[config.mk]
export PLATFORM = sky130hd
export DESIGN_NAME = twsh_core
export DESIGN_NICKNAME = d
export VERILOG_FILES = /design/src/hw/twsh_pkg.sv /design/src/hw/twsh_core.sv /design/src/hw/twsh_sync.sv
export SDC_FILE = /design/constraint.sdc
export NUM_CORES = 1
export LEC_CHECK = 0
export ABC_AREA = 1
export BUFFER_PORTS_ARGS = -buffer_cell sky130_fd_sc_hd__buf_2
export CORE_ASPECT_RATIO = 0.75
export CORE_UTILIZATION = 30
export CTS_CLUSTER_DIAMETER = 60
export DETAILED_ROUTE_END_ITERATION = 8
export SYNTH_ARGS = -nofsm -noshare
export SYNTH_HDL_FRONTEND = slang
export SYNTH_SLANG_ARGS = --single-unit
[constraint.sdc]
create_clock -name clk -period 3.55 [get_ports clk]
set_input_delay 0.5325 -clock clk [delete_from_list [all_inputs] [get_ports clk]]
set_output_delay 0.5325 -clock clk [all_outputs]
set_load 0.03 [all_outputs]
[src/hw/twsh_pkg.sv]
/*
 * Constants of the two-wire software handshake block: register offsets,
 * control field positions, reset values and status codes.
 * Assumes a byte-wide register port with a two-bit address.
 */
// Behaviour
// - set completion flag after each handled event
// - request interrupt only with both enables set
// - status holds event code while flag set
// - writing one to flag bit clears it
// - no new bus operation while flag set
// - clearing write launches operation it selects
// - after START set flag, START code
// - after address/data byte, code shows acknowledge
// - STOP completes without setting the flag
// - serial clock held low while flag set
// - code in upper bits, prescaler masked off
// - flag-clear, start and enable bits request START
// - one shift register for address and data
// - flag-clear with stop bit requests STOP; with the start bit also set the code sends only START
// - status updated cycle after flag, else no-info
// - successful START reads masked code 0x08
`default_nettype none
package twsh_pkg;
	// ----------------------------------------------------------------
	// register offsets
	// ----------------------------------------------------------------
	localparam logic [1:0] OFF_CONTROL = 2'h0;
	localparam logic [1:0] OFF_STATUS  = 2'h1;
	localparam logic [1:0] OFF_DATA    = 2'h2;
	localparam logic [1:0] OFF_BITRATE = 2'h3;
	// ----------------------------------------------------------------
	// control field positions
	// ----------------------------------------------------------------
	localparam int CTL_FLAG   = 7;
	localparam int CTL_START  = 5;
	localparam int CTL_STOP   = 4;
	localparam int CTL_ENABLE = 2;
	localparam int CTL_IRQ_EN = 0;
	// ----------------------------------------------------------------
	// status layout and codes
	// ----------------------------------------------------------------
	localparam logic [7:0] STATUS_CODE_MASK = 8'hf8;
	localparam logic [7:0] STATUS_PS_MASK   = 8'h03;
	localparam logic [7:0] CODE_NO_INFO     = 8'hf8;
	localparam logic [7:0] CODE_START_SENT  = 8'h08;
	localparam logic [7:0] CODE_ADDR_ACK    = 8'h18;
	localparam logic [7:0] CODE_ADDR_NACK   = 8'h20;
	localparam logic [7:0] CODE_DATA_ACK    = 8'h28;
	localparam logic [7:0] CODE_DATA_NACK   = 8'h30;
	// ----------------------------------------------------------------
	// reset values
	// ----------------------------------------------------------------
	localparam logic [7:0] RST_CONTROL = 8'h00;
	localparam logic [7:0] RST_DATA    = 8'hff;
	localparam logic [7:0] RST_BITRATE = 8'h04;
	localparam logic [1:0] RST_PS      = 2'h0;
endpackage
`default_nettype wire

[src/hw/twsh_core.sv]
/*
 * Master-transmitter engine of the two-wire interface with its software
 * handshake: completion flag, status code, shift register, START, byte
 * and STOP sequencing on open-drain SCL/SDA.
 * Assumes a pulled-up bus outside and a byte register port on clk.
 */
// Our own choices: the register offsets and strobed register access.
`default_nettype none
module twsh_core (
	input  wire logic       clk,
	input  wire logic       rst_n,
	input  wire logic [1:0] reg_addr,
	input  wire logic [7:0] reg_wdata,
	input  wire logic       reg_we,
	input  wire logic       reg_re,
	output logic      [7:0] reg_rdata,
	input  wire logic       cpu_global_irq_en,
	output logic            irq,
	input  wire logic       scl_i,
	output logic            scl_o,
	output logic            scl_oe,
	input  wire logic       sda_i,
	output logic            sda_o,
	output logic            sda_oe
);
	typedef enum logic [2:0] {
		ST_IDLE  = 3'b000,
		ST_START = 3'b001,
		ST_BYTE  = 3'b010,
		ST_ACK   = 3'b011,
		ST_STOP  = 3'b100
	} twsh_state_t;

	twsh_state_t state_q;
	logic [1:0]  pins_s;
	logic        scl_s;
	logic        sda_s;
	logic        flag_q;
	logic        ie_q;
	logic        en_q;
	logic        sta_q;
	logic        sto_q;
	logic [7:0]  code_q;
	logic [7:0]  status_q;
	logic [1:0]  ps_q;
	logic [7:0]  bitrate_q;
	logic [7:0]  data_q;
	logic [15:0] div_q;
	logic [15:0] div_lim;
	logic        tick;
	logic [1:0]  qtr_q;
	logic [2:0]  bit_q;
	logic        addr_phase_q;
	logic        nack_q;
	logic        ctl_wr;
	logic        go;
	logic        stall;
	logic        step;
	logic        scl_oe_q;
	logic        sda_oe_q;
	logic        irq_q;
	logic [7:0]  rdata_q;

	// ----------------------------------------------------------------
	// pin synchronisers
	// ----------------------------------------------------------------
	twsh_sync #(.WIDTH(2)) u_sync (
		.clk     (clk),
		.rst_n   (rst_n),
		.async_i ({scl_i, sda_i}),
		.sync_o  (pins_s)
	);
	assign scl_s = pins_s[1];
	assign sda_s = pins_s[0];

	// ----------------------------------------------------------------
	// control decode
	// ----------------------------------------------------------------
	assign ctl_wr = reg_we && (reg_addr == twsh_pkg::OFF_CONTROL);
	// a set flag bit written with enable is the only launch
	assign go = ctl_wr && reg_wdata[twsh_pkg::CTL_FLAG]
		&& reg_wdata[twsh_pkg::CTL_ENABLE] && (state_q == ST_IDLE);
	always_ff @(posedge clk) begin
		if (!rst_n) begin
			ie_q  <= twsh_pkg::RST_CONTROL[twsh_pkg::CTL_IRQ_EN];
			en_q  <= twsh_pkg::RST_CONTROL[twsh_pkg::CTL_ENABLE];
			sta_q <= twsh_pkg::RST_CONTROL[twsh_pkg::CTL_START];
			sto_q <= twsh_pkg::RST_CONTROL[twsh_pkg::CTL_STOP];
		end else if (ctl_wr) begin
			ie_q  <= reg_wdata[twsh_pkg::CTL_IRQ_EN];
			en_q  <= reg_wdata[twsh_pkg::CTL_ENABLE];
			sta_q <= reg_wdata[twsh_pkg::CTL_START];
			sto_q <= reg_wdata[twsh_pkg::CTL_STOP];
		end else if (state_q == ST_STOP && step && qtr_q == 2'h3) begin
			sto_q <= 1'b0;
		end
	end
	always_ff @(posedge clk) begin
		if (!rst_n) begin
			bitrate_q <= twsh_pkg::RST_BITRATE;
			ps_q      <= twsh_pkg::RST_PS;
		end else if (reg_we && reg_addr == twsh_pkg::OFF_BITRATE) begin
			bitrate_q <= reg_wdata;
		end else if (reg_we && reg_addr == twsh_pkg::OFF_STATUS) begin
			ps_q <= reg_wdata[1:0];
		end
	end

	// ----------------------------------------------------------------
	// quarter-bit divider, stalled while a slave stretches SCL
	// ----------------------------------------------------------------
	assign div_lim = 16'(({8'h00, bitrate_q} + 16'h0001) << {ps_q, 1'b0});
	assign tick    = (div_q >= div_lim - 16'h0001);
	assign stall   = (qtr_q == 2'h2) && !scl_oe_q && !scl_s;
	assign step    = tick && !stall;

	always_ff @(posedge clk) begin
		if (!rst_n || state_q == ST_IDLE || tick) begin
			div_q <= 16'h0000;
		end else begin
			div_q <= div_q + 16'h0001;
		end
	end
	always_ff @(posedge clk) begin
		if (!rst_n || state_q == ST_IDLE) begin
			qtr_q <= 2'h0;
		end else if (step) begin
			qtr_q <= qtr_q + 2'h1;
		end
	end

	// ----------------------------------------------------------------
	// sequencer
	// ----------------------------------------------------------------
	always_ff @(posedge clk) begin
		if (!rst_n) begin
			state_q <= ST_IDLE;
			bit_q   <= 3'h7;
		end else begin
			unique case (state_q)
				ST_IDLE: begin
					bit_q <= 3'h7;
					if (go && reg_wdata[twsh_pkg::CTL_START]) begin
						state_q <= ST_START;
					end else if (go && reg_wdata[twsh_pkg::CTL_STOP]) begin
						state_q <= ST_STOP;
					end else if (go) begin
						state_q <= ST_BYTE;
					end
				end
				ST_START: if (step && qtr_q == 2'h3) begin
					state_q <= ST_IDLE;
				end
				ST_BYTE: if (step && qtr_q == 2'h3) begin
					bit_q <= bit_q - 3'h1;
					if (bit_q == 3'h0) begin
						state_q <= ST_ACK;
					end
				end
				ST_ACK, ST_STOP: if (step && qtr_q == 2'h3) begin
					state_q <= ST_IDLE;
				end
				default: state_q <= ST_IDLE;
			endcase
		end
	end

	// ----------------------------------------------------------------
	// shift register, shared by address and data bytes
	// ----------------------------------------------------------------
	always_ff @(posedge clk) begin
		if (!rst_n) begin
			data_q <= twsh_pkg::RST_DATA;
		end else if (state_q == ST_BYTE && step && qtr_q == 2'h2) begin
			data_q <= {data_q[6:0], sda_s};
		end else if (reg_we && reg_addr == twsh_pkg::OFF_DATA
			&& state_q == ST_IDLE) begin
			data_q <= reg_wdata;
		end
	end
	always_ff @(posedge clk) begin
		if (!rst_n) begin
			addr_phase_q <= 1'b0;
			nack_q       <= 1'b0;
		end else begin
			if (state_q == ST_START) begin
				addr_phase_q <= 1'b1;
			end else if (state_q == ST_ACK && step && qtr_q == 2'h3) begin
				addr_phase_q <= 1'b0;
			end
			if (state_q == ST_ACK && step && qtr_q == 2'h2) begin
				nack_q <= sda_s;
			end
		end
	end

	// ----------------------------------------------------------------
	// completion flag and status code
	// ----------------------------------------------------------------
	always_ff @(posedge clk) begin
		if (!rst_n) begin
			flag_q <= 1'b0;
			code_q <= twsh_pkg::CODE_NO_INFO;
		end else if (state_q == ST_START && step && qtr_q == 2'h3) begin
			flag_q <= 1'b1;
			code_q <= twsh_pkg::CODE_START_SENT;
		end else if (state_q == ST_ACK && step && qtr_q == 2'h3) begin
			flag_q <= 1'b1;
			if (addr_phase_q) begin
				code_q <= nack_q ? twsh_pkg::CODE_ADDR_NACK
					: twsh_pkg::CODE_ADDR_ACK;
			end else begin
				code_q <= nack_q ? twsh_pkg::CODE_DATA_NACK
					: twsh_pkg::CODE_DATA_ACK;
			end
		end else if (ctl_wr && reg_wdata[twsh_pkg::CTL_FLAG]) begin
			flag_q <= 1'b0;
		end
	end
	// one cycle behind the flag; no-info whenever the flag is down
	always_ff @(posedge clk) begin
		if (!rst_n) begin
			status_q <= twsh_pkg::CODE_NO_INFO;
		end else begin
			status_q <= flag_q ? code_q : twsh_pkg::CODE_NO_INFO;
		end
	end

	// ----------------------------------------------------------------
	// pin drivers: enable high pulls the line low
	// ----------------------------------------------------------------
	always_ff @(posedge clk) begin
		if (!rst_n) begin
			scl_oe_q <= 1'b0;
		end else if (state_q == ST_IDLE) begin
			// a sent START or byte leaves SCL low while the flag waits
			scl_oe_q <= go ? scl_oe_q : flag_q;
		end else if (step) begin
			scl_oe_q <= (qtr_q == 2'h3 && state_q != ST_STOP) ||
				(qtr_q == 2'h0 && state_q != ST_START && state_q != ST_STOP);
		end
	end
	// data bits move sda only while scl is low, never on the edge that drops it; START and STOP move it with scl high
	always_ff @(posedge clk) begin
		if (!rst_n) begin
			sda_oe_q <= 1'b0;
		end else if (go) begin
			if (!reg_wdata[twsh_pkg::CTL_START]) begin
				sda_oe_q <= reg_wdata[twsh_pkg::CTL_STOP] || !data_q[7];
			end
		end else if (step) begin
			unique case (state_q)
				ST_START: sda_oe_q <= (qtr_q != 2'h0);
				ST_BYTE:  if (qtr_q == 2'h0) begin
					sda_oe_q <= !data_q[7];
				end
				ST_ACK:   sda_oe_q <= 1'b0;
				ST_STOP:  sda_oe_q <= (qtr_q == 2'h0);
				default:  sda_oe_q <= sda_oe_q;
			endcase
		end
	end

	// ----------------------------------------------------------------
	// interrupt and read port
	// ----------------------------------------------------------------
	always_ff @(posedge clk) begin
		if (!rst_n) begin
			irq_q <= 1'b0;
		end else begin
			irq_q <= flag_q && ie_q && cpu_global_irq_en;
		end
	end
	always_ff @(posedge clk) begin
		if (!rst_n) begin
			rdata_q <= 8'h00;
		end else if (reg_re) begin
			unique case (reg_addr)
				twsh_pkg::OFF_CONTROL: rdata_q <= {flag_q, 1'b0, sta_q, sto_q,
					1'b0, en_q, 1'b0, ie_q};
				// code in the top bits so a 0xf8 mask isolates it
				twsh_pkg::OFF_STATUS: rdata_q <= (status_q
					& twsh_pkg::STATUS_CODE_MASK)
					| ({6'h00, ps_q} & twsh_pkg::STATUS_PS_MASK);
				twsh_pkg::OFF_DATA:    rdata_q <= data_q;
				twsh_pkg::OFF_BITRATE: rdata_q <= bitrate_q;
			endcase
		end else begin
			rdata_q <= 8'h00;
		end
	end

	assign reg_rdata = rdata_q;
	assign irq       = irq_q;
	assign scl_oe    = scl_oe_q;
	assign sda_oe    = sda_oe_q;
	assign scl_o     = 1'b0;
	assign sda_o     = 1'b0;

	// ----------------------------------------------------------------
	// checks
	// ----------------------------------------------------------------
	AST_FLAG_BLOCKS: assert property (@(posedge clk) disable iff (!rst_n)
		flag_q |-> state_q == ST_IDLE)
		else $error("bus operation running with flag set");
	AST_SCL_HELD: assert property (@(posedge clk) disable iff (!rst_n)
		flag_q |-> scl_oe_q)
		else $error("scl released while flag set");
	AST_CLEAR: assert property (@(posedge clk) disable iff (!rst_n)
		(flag_q && ctl_wr && reg_wdata[twsh_pkg::CTL_FLAG]) |=> !flag_q)
		else $error("flag not cleared by writing one");
	AST_NO_CLEAR: assert property (@(posedge clk) disable iff (!rst_n)
		(flag_q && ctl_wr && !reg_wdata[twsh_pkg::CTL_FLAG])
		|=> flag_q && state_q == ST_IDLE)
		else $error("write without flag bit acted");
	AST_START_GO: assert property (@(posedge clk) disable iff (!rst_n)
		(go && reg_wdata[twsh_pkg::CTL_START]) |=> state_q == ST_START)
		else $error("start request not launched");
	AST_START_CODE: assert property (@(posedge clk) disable iff (!rst_n)
		(state_q == ST_START && step && qtr_q == 2'h3)
		|=> flag_q ##1 status_q == twsh_pkg::CODE_START_SENT)
		else $error("start code missing");
	AST_STATUS_LAG: assert property (@(posedge clk) disable iff (!rst_n)
		!flag_q |=> status_q == twsh_pkg::CODE_NO_INFO)
		else $error("status not no-info without flag");
	AST_ACK_CODE: assert property (@(posedge clk) disable iff (!rst_n)
		(state_q == ST_ACK && step && qtr_q == 2'h3 && !addr_phase_q)
		|=> ##1 status_q == (nack_q ? twsh_pkg::CODE_DATA_NACK
		: twsh_pkg::CODE_DATA_ACK))
		else $error("data acknowledge code wrong");
	AST_STOP_QUIET: assert property (@(posedge clk) disable iff (!rst_n)
		(state_q == ST_STOP && step && qtr_q == 2'h3)
		|=> !flag_q ##1 !scl_oe_q && !sda_oe_q)
		else $error("stop set flag or held bus");
	AST_IRQ_GATE: assert property (@(posedge clk) disable iff (!rst_n)
		(flag_q && ie_q && cpu_global_irq_en) ##1 !ctl_wr |-> irq_q)
		else $error("interrupt request missing");
endmodule
`default_nettype wire

[src/hw/twsh_sync.sv]
/*
 * Two-flop synchroniser for a group of pin levels.
 * Assumes the inputs are asynchronous to clk.
 */
`default_nettype none
module twsh_sync #(
	parameter int WIDTH = 2
) (
	input  wire logic             clk,
	input  wire logic             rst_n,
	input  wire logic [WIDTH-1:0] async_i,
	output var  logic [WIDTH-1:0] sync_o
);
	logic [WIDTH-1:0] meta_q;

	always_ff @(posedge clk) begin
		if (!rst_n) begin
			meta_q <= '1;
			sync_o <= '1;
		end else begin
			meta_q <= async_i;
			sync_o <= meta_q;
		end
	end
endmodule
`default_nettype wire

==> results of run 1 <==
-- flip-flops by register name (all words and copies together), names as in the netlist, 3 cells and up --
signal / flops
state_q: 3
bitrate_q: 8
div_q: 16
reg_rdata: 8
data_q: 8
code_q: 4
status_q: 4
bit_q: 3
-- per-stage QoR --
step           cell area [sq um]  cells
2_1_floorplan               4310    626
3_3_place_gp                4650    825
3_5_place_dp                4650    825
4_1_cts                     4940    841
5_1_grt                     5030    842
6_report                    5030    842
-- layout by cell type (no fill, tap or decap), types with 6 or more instances in the layout --
master     count
xor2_1         9
inv_1         84
o21ai_0       36
nand2_1      139
nor3b_1        7
nor2_1        51
a21oi_1       43
nand4_1       18
nand2_2        8
buf_2         27
nand3_1       53
ha_1          24
or2_2          7
nand3_2        6
clkbuf_16      9
dfxtp_1       67
buf_4         13
-- cells in the mapped netlist (all sizes together), types with 2 or more instances --
cell    instances  area [sq um]
a21oi          46           230
a221oi          3          26.3
a31oi           2          12.5
buf             4          23.8
clkbuf         11          81.3
dfxtp          72          1440
ha             25           313
inv            87           327
nand2         148           571
nand3          60           325
nand4          19           125
nor2           59           264
nor3            9          61.3
nor3b           7          52.6
o211ai          5          37.5
o21ai          40           204
or2             7          43.8
xnor2           4          35.0
xor2            9          78.8
-- logic make-up (layout without fill, tap and decap cells) --
| logic type | count (synthesis) | after routing | synth area share (%) |
|---|---|---|---|
| compound gates | 100 | 100 | 12.5 |
| xor+xnor | 13 | 13 | 2.64 |
| fa+ha+maj | 25 | 25 | 7.26 |
| buf+inv | 103 | 144 | 10.1 |
| flops | 72 | 72 | 33.5 |
| other cells | 1 | 2 | 0.0870 |
| simple gates | 311 | 311 | 33.9 |
-- routing by layer --
metal | vias up | wire (um)
met2 | 106 | 4100
li1 | 2121 | -
met1 | 1806 | 6080
met3 | 11 | 514
met5 | - | 0
met4 | 0 | 160
-- layout make-up --
cell class / count / area share [%]
clock buffers: 10 / 4.55
flip-flops and latches: 72 / 28.8
inverters: 88 / 6.57
clock inverters: 6 / 0.871
repair buffers: 40 / 4.63
multi-input cells: 451 / 50.2
well taps: 175 / 4.35
-- timing repair --
item	4_1_cts	5_1_grt
pin swaps	0	3
endpoints found under the setup margin	11	33
buffers inserted	0	1
resized for setup	5	24
-- where the power goes --
group / internal [W] / switching [W] / total (W)
registers: 0.000863 / 0.0000525 / 0.000916
clock network: 0.000475 / 0.000369 / 0.000844
logic: 0.000185 / 0.000372 / 0.000557
-- worst paths after layout --
check                           endpoint                   startpoint  slack, ps
min          u_sync.meta_q[0]$_SDFF_PN1_                        sda_i        390
max               data_q[4]$_SDFFE_PN1P_    bitrate_q[2]$_SDFFE_PN1P_        300
min reg2reg  u_sync.sync_o[0]$_SDFF_PN1_  u_sync.meta_q[0]$_SDFF_PN1_        410
max reg2reg       data_q[4]$_SDFFE_PN1P_    bitrate_q[2]$_SDFFE_PN1P_        300
==> reports/metrics.csv, run 1 <==
metric;value;unit
FILL cells;1465;
number of antenna violations at the first check in global routing;0;
grt met2 use;21.3;%
Pwr Density;461;mW/mm^2
VDD IR-drop max;173;uV
row cnt;37;
Top delay family on crit path;simple AND/OR/NAND/NOR gates;
Final Util;36.3;%
Slew Limit Fails;0;
EDFF count, synth;0;
met1 Use GR;24.3;%
total number of vias;4044;
GP Congestion;0.823;
Crit-path slowest cell;dfxtp_2;
final setup margin;303;ps
final worst path period share;91.5;%
Least-Margin Pin Slew;498;ps
syn_area_per_cell;6.89;sq um
Die Y;106;um
Num Clock Sinks;72;
CP most frequent cell;nand2_1;
Final setup viols;0;
CP peak stage delay;400;ps
crit path cell chain;nand2_1 -> nor2_4 -> buf_4 -> nand3_2 -> nand3_1 -> nand3_1 -> nand2_2 -> nand2_2 -> nor2_4 -> nand2_1 -> xor2_1 -> ha_1 -> nand4_1 -> nor3_2 -> nand2_1 -> nand2_2 -> nand2_4 -> inv_1 -> nand3_1 -> nand2_1 -> inv_2 -> nand2_1 -> nand3_1;
H-tree levels;3;
status;complete, no violations;
number of buffers created by CTS;9;
Final ANT Viol Nets;0;
synthesized area;0.00431;sq mm
hold_buf cts;0;
WL/cell;12.9;um
vias in the first global route;3740;
fmax;308;MHz
worst skew pair latency;340;ps
WHS;390;ps
clk_skew;6.12;ps
worst hold path class;input pin to flip-flop;
DP Worst Slack;-20.4;ps
Yosys reg bits;72;
Multi-input gate area;0.00253;sq mm
# DRC;0;
Total Neg Setup Slack;0;ps
Synth-to-Final Area Change;16.8;%
Worst Setup Start Kind;flip-flop;
ys flop type;dfxtp_1;
1st-iter DRT viols;281;
total power;0.00232;W
Starting Density;31.1;%
Post-synth ARST share;0;%
share of layout cells above drive strength 1;15.9;%
Hold Path Stages;2;
YS warnings;0;
port bufs;27;
Ant. Diodes;0;
CTS clock-pin slew for the worst setup and hold paths;60;ps
Sequential Area;0.00145;sq mm
worst reg2reg path depth;23;
crit end category;flip-flop;
final hold vios;0;
Core ar.;0.0138;sq mm
I/O pin count;30;
Rel. slew slack;66.5;%
CTS Root Cell;clkbuf_16;
min Tclk post-route;3250;ps
Vias per Instance;4.80;
critical path class;flip-flop to flip-flop;
GRT Residual Overflow;0;
WL final;10900;um
synth unique cells;39;
Tot GR Track Use;15.8;%
maximum net fanout on the critical path;8;
GRT busiest layer;met1;
Max clock buf depth;2;
Lkg Pwr;2.40;nW
CP arrival;3470;ps
CTS tree;yes;
Final HPWL DP;8300;um
largest net degree at the start of global routing;26;
synthesized instance count;625;
first-pass GRT wire length;18500;um
CP Depth;23;
Max Cap Viol;0;
Required @ worst endpoint;3770;ps
Nets;704;
Die Wd;140;um
GR Util met3;2.64;%
1st-pass router iterations;5;
Die ar.;0.0148;sq mm
worst path bufs/invs;3;
Seq/Total Area, Yosys;33.5;%
No activity file was read; power rests on OpenSTA's default activity.
==> inputs of run 2 (changes only) <==
Settings changed: ABC_AREA 1 to unset, CORE_UTILIZATION 30 to 45, SLEW_MARGIN set to 10.
==> run 2 against run 1 <==
  * The run now ends with negative setup slack left
  * Critical path depth decreased by 5
  * Non-clock buffer count increased by 73
  * Sequential share of layout area decreased by 4.1 points
  * Routed wire length increased by 9.3%
  * Register-to-register slack got worse by 670 ps
  * Synthesized area increased by 1.9%
  * Core utilization increased by 27 points
  * Total power decreased by 7.9%
  * Clock skew increased by 3.3 ps
  * Synthesized cell count decreased by 15%
==> reports/metrics.csv, run 2 <==
metric;value;unit;change
status;finished, violations left;;
failing checks;negative setup slack;;
synthesized area;0.00439;sq mm;+1.9%
I/O pin count;30;;unchanged
most common cell in the netlist;nand2_1;;
Finished Layout Cells;759;;-9.9%
CP peak stage delay;350;ps;-50 ps
YS warnings;0;;unchanged
share of layout cells above drive strength 1;33.6;%;+18 points
Tot GR Track Use;24.1;%;+8.3 points
Die Y;87.5;um;-17%
port bufs;27;;unchanged
RSZ-0062 raised after global routing;true;;
final setup margin;-370;ps;-673 ps
Starting Density;47.3;%;+16 points
CTS clock-pin slew for the worst setup and hold paths;60;ps;about the same
CP arrival;4140;ps;+670 ps
largest net degree at the start of global routing;50;;+92%
r2r startpoint;bitrate_q[0]$_SDFFE_PN0P_;;
Switching Share;25.4;%;-8.8 points
Switch Pwr;0.000542;W;-32%
WL/cell;15.6;um;+21%
Seq/Total Area, Yosys;32.8;%;-0.62 points
worst path bufs/invs;3;;unchanged
worst skew pair latency;340;ps;about the same
Die ar.;0.0102;sq mm;-32%
CTS tree;yes;;
Final HPWL DP;8490;um;+2.3%
Synth-to-Final Area Change;34.0;%;
Least-Margin Pin Slew;795;ps;+297 ps
row cnt;30;;-19%
final hold vios;0;;unchanged
EDFF count, synth;0;;unchanged
VDD IR-drop max;327;uV;+89%
Sequential Power Share;39.8;%;+0.3 points
maximum net fanout on the critical path;7;;-1
min Tclk post-route;3920;ps;+673 ps
crit path cell chain;ha_4 -> xor2_4 -> buf_4 -> o211ai_1 -> and4b_1 -> nand2_2 -> nor4_4 -> nand2_2 -> or3_4 -> ha_4 -> nand4_1 -> buf_4 -> nor2_4 -> a21oi_2 -> buf_4 -> a211oi_4 -> nor2_4 -> a221o_1;;
Final setup viols;42;;+42
GRT Residual Overflow;0;;unchanged
clk_skew;9.46;ps;+3.34 ps
Rel. slew slack;47.0;%;-20 points
commonest non-fill, non-tap cell in the layout;buf_4;;
part of the power in combinational logic;14.5;%;-9.5 points
Vias per Instance;5.38;;+12%
top-area cell type share of the netlist area;32.8;%;-0.62 points
Max clock buf depth;2;;unchanged
H-tree levels;3;;unchanged
Sequential Area;0.00145;sq mm;+0.17%
fmax;255;MHz;-17%
FILL cells;813;;-45%
GP Congestion;0.850;;+3.2%
number of antenna violations at the first check in global routing;0;;unchanged
WHS;370;ps;-20.0 ps
Die Wd;116;um;-17%
Post-synth top cells;82 x nand2_1, 72 x dfxtp_1, 54 x nor2_1;;
Final ANT Viol Nets;0;;unchanged
Biggest register;div_q;;
worst hold path class;input pin to flip-flop;;
1st-pass router iterations;5;;unchanged
crit end category;flip-flop;;
WL final;11900;um;+9.3%
Internal Dissipation;0.00159;W;+4.4%
Lkg Pwr;2.37;nW;-1.3%
Crit-path slowest cell;or3_4;;
Required @ worst endpoint;3770;ps;about the same
worst reg2reg path depth;18;;-22%
Worst Setup Start Kind;flip-flop;;
Nets;668;;-5.1%
Largest register FFs;16;;unchanged
top area cells in the synthesized netlist;dfxtp_1 33%, ha_1 7.1%, nand2_1 7.0%;;
first-pass GRT wire length;18600;um;+0.89%
Final Util;63.4;%;+27 points
Top delay family on crit path;simple AND/OR/NAND/NOR gates;;
r2r setup slk;-370;ps;-670 ps
most frequent cells in the layout;80 x buf_4, 77 x nand2_1, 67 x dfxtp_1;;
Core ar.;0.00927;sq mm;-33%
CP most frequent cell;buf_4;;
Num Clock Sinks;72;;unchanged
number of buffers created by CTS;9;;unchanged
synthesized instance count;531;;-15%
Critical Path Sink;data_q[6]$_SDFFE_PN1P_;;
vias in the first global route;3727;;-0.35%
syn_area_per_cell;8.27;sq um;+20%
CTS Root Cell;clkbuf_16;;
CP Launch Point;bitrate_q[0]$_SDFFE_PN0P_;;
Post-synth ARST share;0;%;unchanged
Inst Count DP;731;;-11%
Yosys reg bits;72;;unchanged
total number of vias;4083;;+0.96%
Multi-input gate area;0.00308;sq mm;+22%
1st-iter DRT viols;258;;-8.2%
ys flop type;dfxtp_1;;
critical path class;flip-flop to flip-flop;;
CP Depth;18;;-22%
final worst path period share;110;%;+19 points
# DRC;0;;unchanged
Pwr Density;363;mW/mm^2;-21%
Slew Limit Fails;0;;unchanged
Max Cap Viol;0;;unchanged
synth unique cells;66;;+69%
Ant. Diodes;0;;unchanged
post-synth top area cell;dfxtp_1;;
R2R Path End;data_q[6]$_SDFFE_PN1P_;;
clock group share of total power;45.6;%;+9.2 points
==> run 2: changes by cell type in the layout (fill, tap and decap cells not counted), moves of 26 or more <==
cell / change
nand3_1: -35
buf_4: +67
a21oi_1: -30
nand2_1: -62
o21ai_0: -26
inv_1: -69
==> run 2: cell families (layout without fill, tap and decap cells) <==
logic type	Yosys count	count (layout)	synth area share, %
multiplexers	21	21	6.10
other	1	2	0.0854
XOR/XNOR	33	33	6.58
flip-flops	72	72	32.8
buffers and inverters	45	144	4.67
adder cells (fa/ha/maj)	25	25	7.13
AO/OA/AOI/OAI	92	92	15.7
AND/OR/NAND/NOR	242	242	26.9
==> run 2: power groups by stage <==
stage | logic, W | registers, W | clock network, W
after global routing | 0.000337 | 0.000853 | 0.00102
after detailed placement | 0.000253 | 0.000867 | 0
final | 0.000310 | 0.000850 | 0.000974
after floorplan | 0.000163 | 0.000866 | 0
after global placement | 0.000250 | 0.000867 | 0
after CTS | 0.000276 | 0.000849 | 0.000996
==> run 2: timing repair <==
action | in CTS | in global routing
pin swaps | 31 | 25
resized for setup | 29 | 53
cloned | 1 | 0
hold buffers | 0 | 0
setup endpoints to repair | 42 | 42
setup buffers | 6 | 5
==> run 2: area by class of cell <==
cell class                      count  area share, %
Clock buffer                       10           3.89
Tap cell                          128           2.72
Timing Repair Buffer              113           13.9
Multi-Input combinational cell    415           52.3
Inverter                           15          0.957
Clock inverter                      6           1.57
Sequential cell                    72           24.7
==> run 2: how the worst min path moves through the flow <==
| stage | startpoint | end | slack [ps] | depth (start not counted) |
|---|---|---|---|---|
| finish | scl_i | u_sync.meta_q[1]$_SDFF_PN1_ | 370 | 2 |
| global placement | u_sync.meta_q[1]$_SDFF_PN1_ | u_sync.sync_o[1]$_SDFF_PN1_ | 390 | 1 |
| detailed placement | u_sync.meta_q[1]$_SDFF_PN1_ | u_sync.sync_o[1]$_SDFF_PN1_ | 400 | 1 |
| CTS | scl_i | u_sync.meta_q[1]$_SDFF_PN1_ | 350 | 2 |
| global route | scl_i | u_sync.meta_q[1]$_SDFF_PN1_ | 380 | 2 |
| floorplan | u_sync.meta_q[0]$_SDFF_PN1_ | u_sync.sync_o[0]$_SDFF_PN1_ | 390 | 1 |
==> run 2: metrics by stage <==
stage / setup WS (ps) / cell area [sq um] / power, W / setup TNS [ps]
after detailed placement: -497 / 5140 / 0.00112 / -16070
after CTS: -394 / 5610 / 0.00212 / -11400
after global placement: -414 / 5140 / 0.00112 / -14150
final: -370 / 5880 / 0.00213 / -10980
after global routing: -534 / 5880 / 0.00221 / -18070
after floorplan: -341 / 4460 / 0.00103 / -10470
==> run 2: routing by layer <==
layer	track usage (%)	vias to the layer above	share of wire, %
met5	0	-	0
met4	7.46	0	1.1
met3	5.54	13	4.9
met2	36.6	100	45
met1	34.0	1914	49
li1	-	2056	-
==> inputs of run 3 (changes only) <==
Settings changed: BUFFER_PORTS_ARGS -buffer_cell sky130_fd_sc_hd__buf_2 to unset, DONT_BUFFER_PORTS set to 1, SYNTH_HIERARCHICAL set to 1.
==> run 3 against run 2 <==
  * Sequential share of layout area rose by 1.6 points
  * Non-clock buffer count fell by 47
  * Die area rose by 1.3%
  * Synthesized cell count fell by 2.1%
  * Clock-buffer cell count fell by 1
  * Fmax rose by 2.2%
  * Clock power fell by 5.5%
  * Flip-flop and latch count did not move
  * The run still ends with negative setup slack left
==> reports/metrics.csv, run 3 <==
metric;value;unit;change
status;finished, violations left;;
failing checks;negative setup slack;;
port bufs;0;;-100%
Final HPWL DP;7980;um;-5.9%
ys flop type;dfxtp_1;;
most common cell in the netlist;nand2_1;;
most frequent cells in the layout;88 x nand2_1, 66 x dfxtp_1, 61 x buf_4;;
Nets;615;;-7.9%
Hold Startpoint;rst_n;;
synthesized area;0.00445;sq mm;+1.3%
Least-Margin Pin Slew;667;ps;-128 ps
Worst Setup Start Kind;flip-flop;;
Tot GR Track Use;22.2;%;-1.9 points
CP arrival;4130;ps;about the same
Final ANT Viol Nets;0;;unchanged
top-area cell type share of the netlist area;32.4;%;-0.43 points
WL final;10700;um;-10%
final worst path period share;108;%;-2.4 points
GRT Residual Overflow;0;;unchanged
critical path class;flip-flop to flip-flop;;
hold_buf cts;0;;unchanged
Max clock buf depth;2;;unchanged
post-synth top area cell;dfxtp_1;;
H-tree levels;3;;unchanged
final setup margin;-285;ps;+84.3 ps
CP Launch Point;bitrate_q[1]$_SDFFE_PN0P_;;
Final setup viols;42;;unchanged
Required @ worst endpoint;3840;ps;+70 ps
worst skew pair latency;340;ps;about the same
fmax;261;MHz;+2.2%
vias in the first global route;3469;;-6.9%
synth unique cells;70;;+6.1%
syn_area_per_cell;8.55;sq um;+3.5%
top area cells in the synthesized netlist;dfxtp_1 32%, nand2_1 7.5%, ha_1 7.0%;;
RSZ-0062 raised after global routing;true;;
1st-pass router iterations;4;;-1
CTS clock-pin slew for the worst setup and hold paths;60;ps;about the same
Vias per Instance;5.29;;-1.7%
worst hold path class;input pin to flip-flop;;
# DRC;0;;unchanged
Die ar.;0.0103;sq mm;+1.3%
Pwr Density;362;mW/mm^2;-0.22%
fin area;0.00554;sq mm;-5.8%
row cnt;31;;+3.3%
DP Area;0.00500;sq mm;-2.6%
commonest non-fill, non-tap cell in the layout;nand2_1;;
min Tclk post-route;3840;ps;-84.3 ps
number of buffers created by CTS;9;;unchanged
Largest register FFs;16;;unchanged
Lkg Pwr;2.13;nW;-10%
WL/cell;15.0;um;-3.8%
Synth-to-Final Area Change;24.5;%;
Yosys reg bits;72;;unchanged
Total Neg Setup Slack;-6210;ps;+4770 ps
WHS;281;ps;-89.1 ps
crit end category;flip-flop;;
R2R Path End;sto_q$_SDFFE_PN0P_;;
Starting Density;46.2;%;-1.1 points
Max Cap Viol;0;;unchanged
YS warnings;6;;+6
largest net degree at the start of global routing;53;;+6.0%
Die Wd;117;um;+0.65%
GP Congestion;0.865;;+1.8%
Seq/Total Area, Yosys;32.4;%;-0.43 points
hold worst-path end;u_sync/sync_o[1]$_SDFF_PN1_;;
Final Util;57.6;%;-5.9 points
Num Clock Sinks;72;;unchanged
Slew Limit Fails;0;;unchanged
Post-synth ARST share;0;%;unchanged
Core ar.;0.00962;sq mm;+3.8%
worst reg2reg path depth;15;;-3
VDD IR-drop max;245;uV;-25%
Die Y;88.1;um;+0.65%
CTS tree;yes;;
Rel. slew slack;55.3;%;+8.3 points
CTS Root Cell;clkbuf_16;;
r2r setup slk;-290;ps;+80 ps
first-pass GRT wire length;17300;um;-7.3%
Post-synth top cells;89 x nand2_1, 72 x dfxtp_1, 53 x nor2_1;;
EDFF count, synth;0;;unchanged
maximum net fanout on the critical path;7;;unchanged
final hold vios;0;;unchanged
Biggest register;div_q;;
Hold Path Stages;1;;-1
1st-iter DRT viols;174;;-33%
share of layout cells above drive strength 1;26.6;%;-7.0 points
Ant. Diodes;0;;unchanged
total number of vias;3753;;-8.1%
clk_skew;9.58;ps;+0.120 ps
I/O pin count;30;;unchanged
number of antenna violations at the first check in global routing;0;;unchanged
synthesized instance count;520;;-2.1%
r2r startpoint;bitrate_q[1]$_SDFFE_PN0P_;;
run 3: power breakdown:
group          internal (W)  switching, W  leakage, nW
Clock              0.000552      0.000368        0.152
Combinational      0.000124      0.000110         1.39
Sequential         0.000825     0.0000254        0.587
Total               0.00150      0.000503         2.13
run 3: worst max-delay path by stage:
| stage | end | cells past startpoint | slack (ps) |
|---|---|---|---|
| floorplan | code_q[3]$_SDFFE_PP1P_ | 15 | -70 |
| global placement | sda_oe$_SDFFE_PN0P_ | 14 | -370 |
| detailed placement | sda_oe$_SDFFE_PN0P_ | 14 | -440 |
| CTS | sto_q$_SDFFE_PN0P_ | 16 | -220 |
| global route | sto_q$_SDFFE_PN0P_ | 15 | -480 |
| finish | sto_q$_SDFFE_PN0P_ | 15 | -290 |
run 3: kinds of logic (layout without fill, tap and decap cells):
family	after synthesis	after routing	share of synthesized area, %
AND/OR/NAND/NOR	229	229	24.9
multiplexers	30	30	8.02
XOR/XNOR	32	32	6.30
buffers and inverters	45	102	4.53
AO/OA/AOI/OAI	86	86	16.7
other	1	2	0.0843
adder cells (fa/ha/maj)	25	25	7.03
flip-flops	72	72	32.4
run 3: cell type report:
| class | instances | area (sq um) |
|---|---|---|
| fill | 888 | 4080 |
| multi-input combinational | 404 | 3020 |
| sequential | 72 | 1450 |
| timing repair buffer | 66 | 523 |
| clock buffer | 9 | 225 |
| tap | 132 | 165 |
| clock inverter | 7 | 77.6 |
| inverter | 20 | 75.1 |
run 3: what timing repair did:
item / in CTS / in global routing
pin swaps: 23 / 19
endpoints found under the setup margin: 42 / 42
setup buffers: 8 / 3
gates resized for setup: 26 / 11
run 3: metrics by stage:
| step | setup slack [ps] | instances | total power (W) |
|---|---|---|---|
| after floorplan | -69.7 | 521 | 0.00102 |
| after global placement | -369 | 684 | 0.00107 |
| after detailed placement | -436 | 684 | 0.00108 |
| after CTS | -220 | 707 | 0.00202 |
| after global routing | -480 | 710 | 0.00209 |
| final | -285 | 710 | 0.00200 |
run 3: worst max-delay path: stages, from the launching register on:
cell and delay [ps]:
dfxtp_4 360, ha_4 180, xor2_1 150, o21ai_1 230, nand4_1 170, a211oi_2 330, nand2_1 140, nor4_2 270
mux2_4 340, ha_4 240, a21o_1 200, a211oi_4 470, buf_4 210, a21oi_4 90, a311oi_1 280, a31o_1 120
run 3: metal layers:
| layer | share of wire [%] | GRT usage [%] |
|---|---|---|
| met5 | 0 | 0 |
| met4 | 1.3 | 7.02 |
| met3 | 4.6 | 6.09 |
| met2 | 44 | 33.7 |
| met1 | 50 | 30.7 |
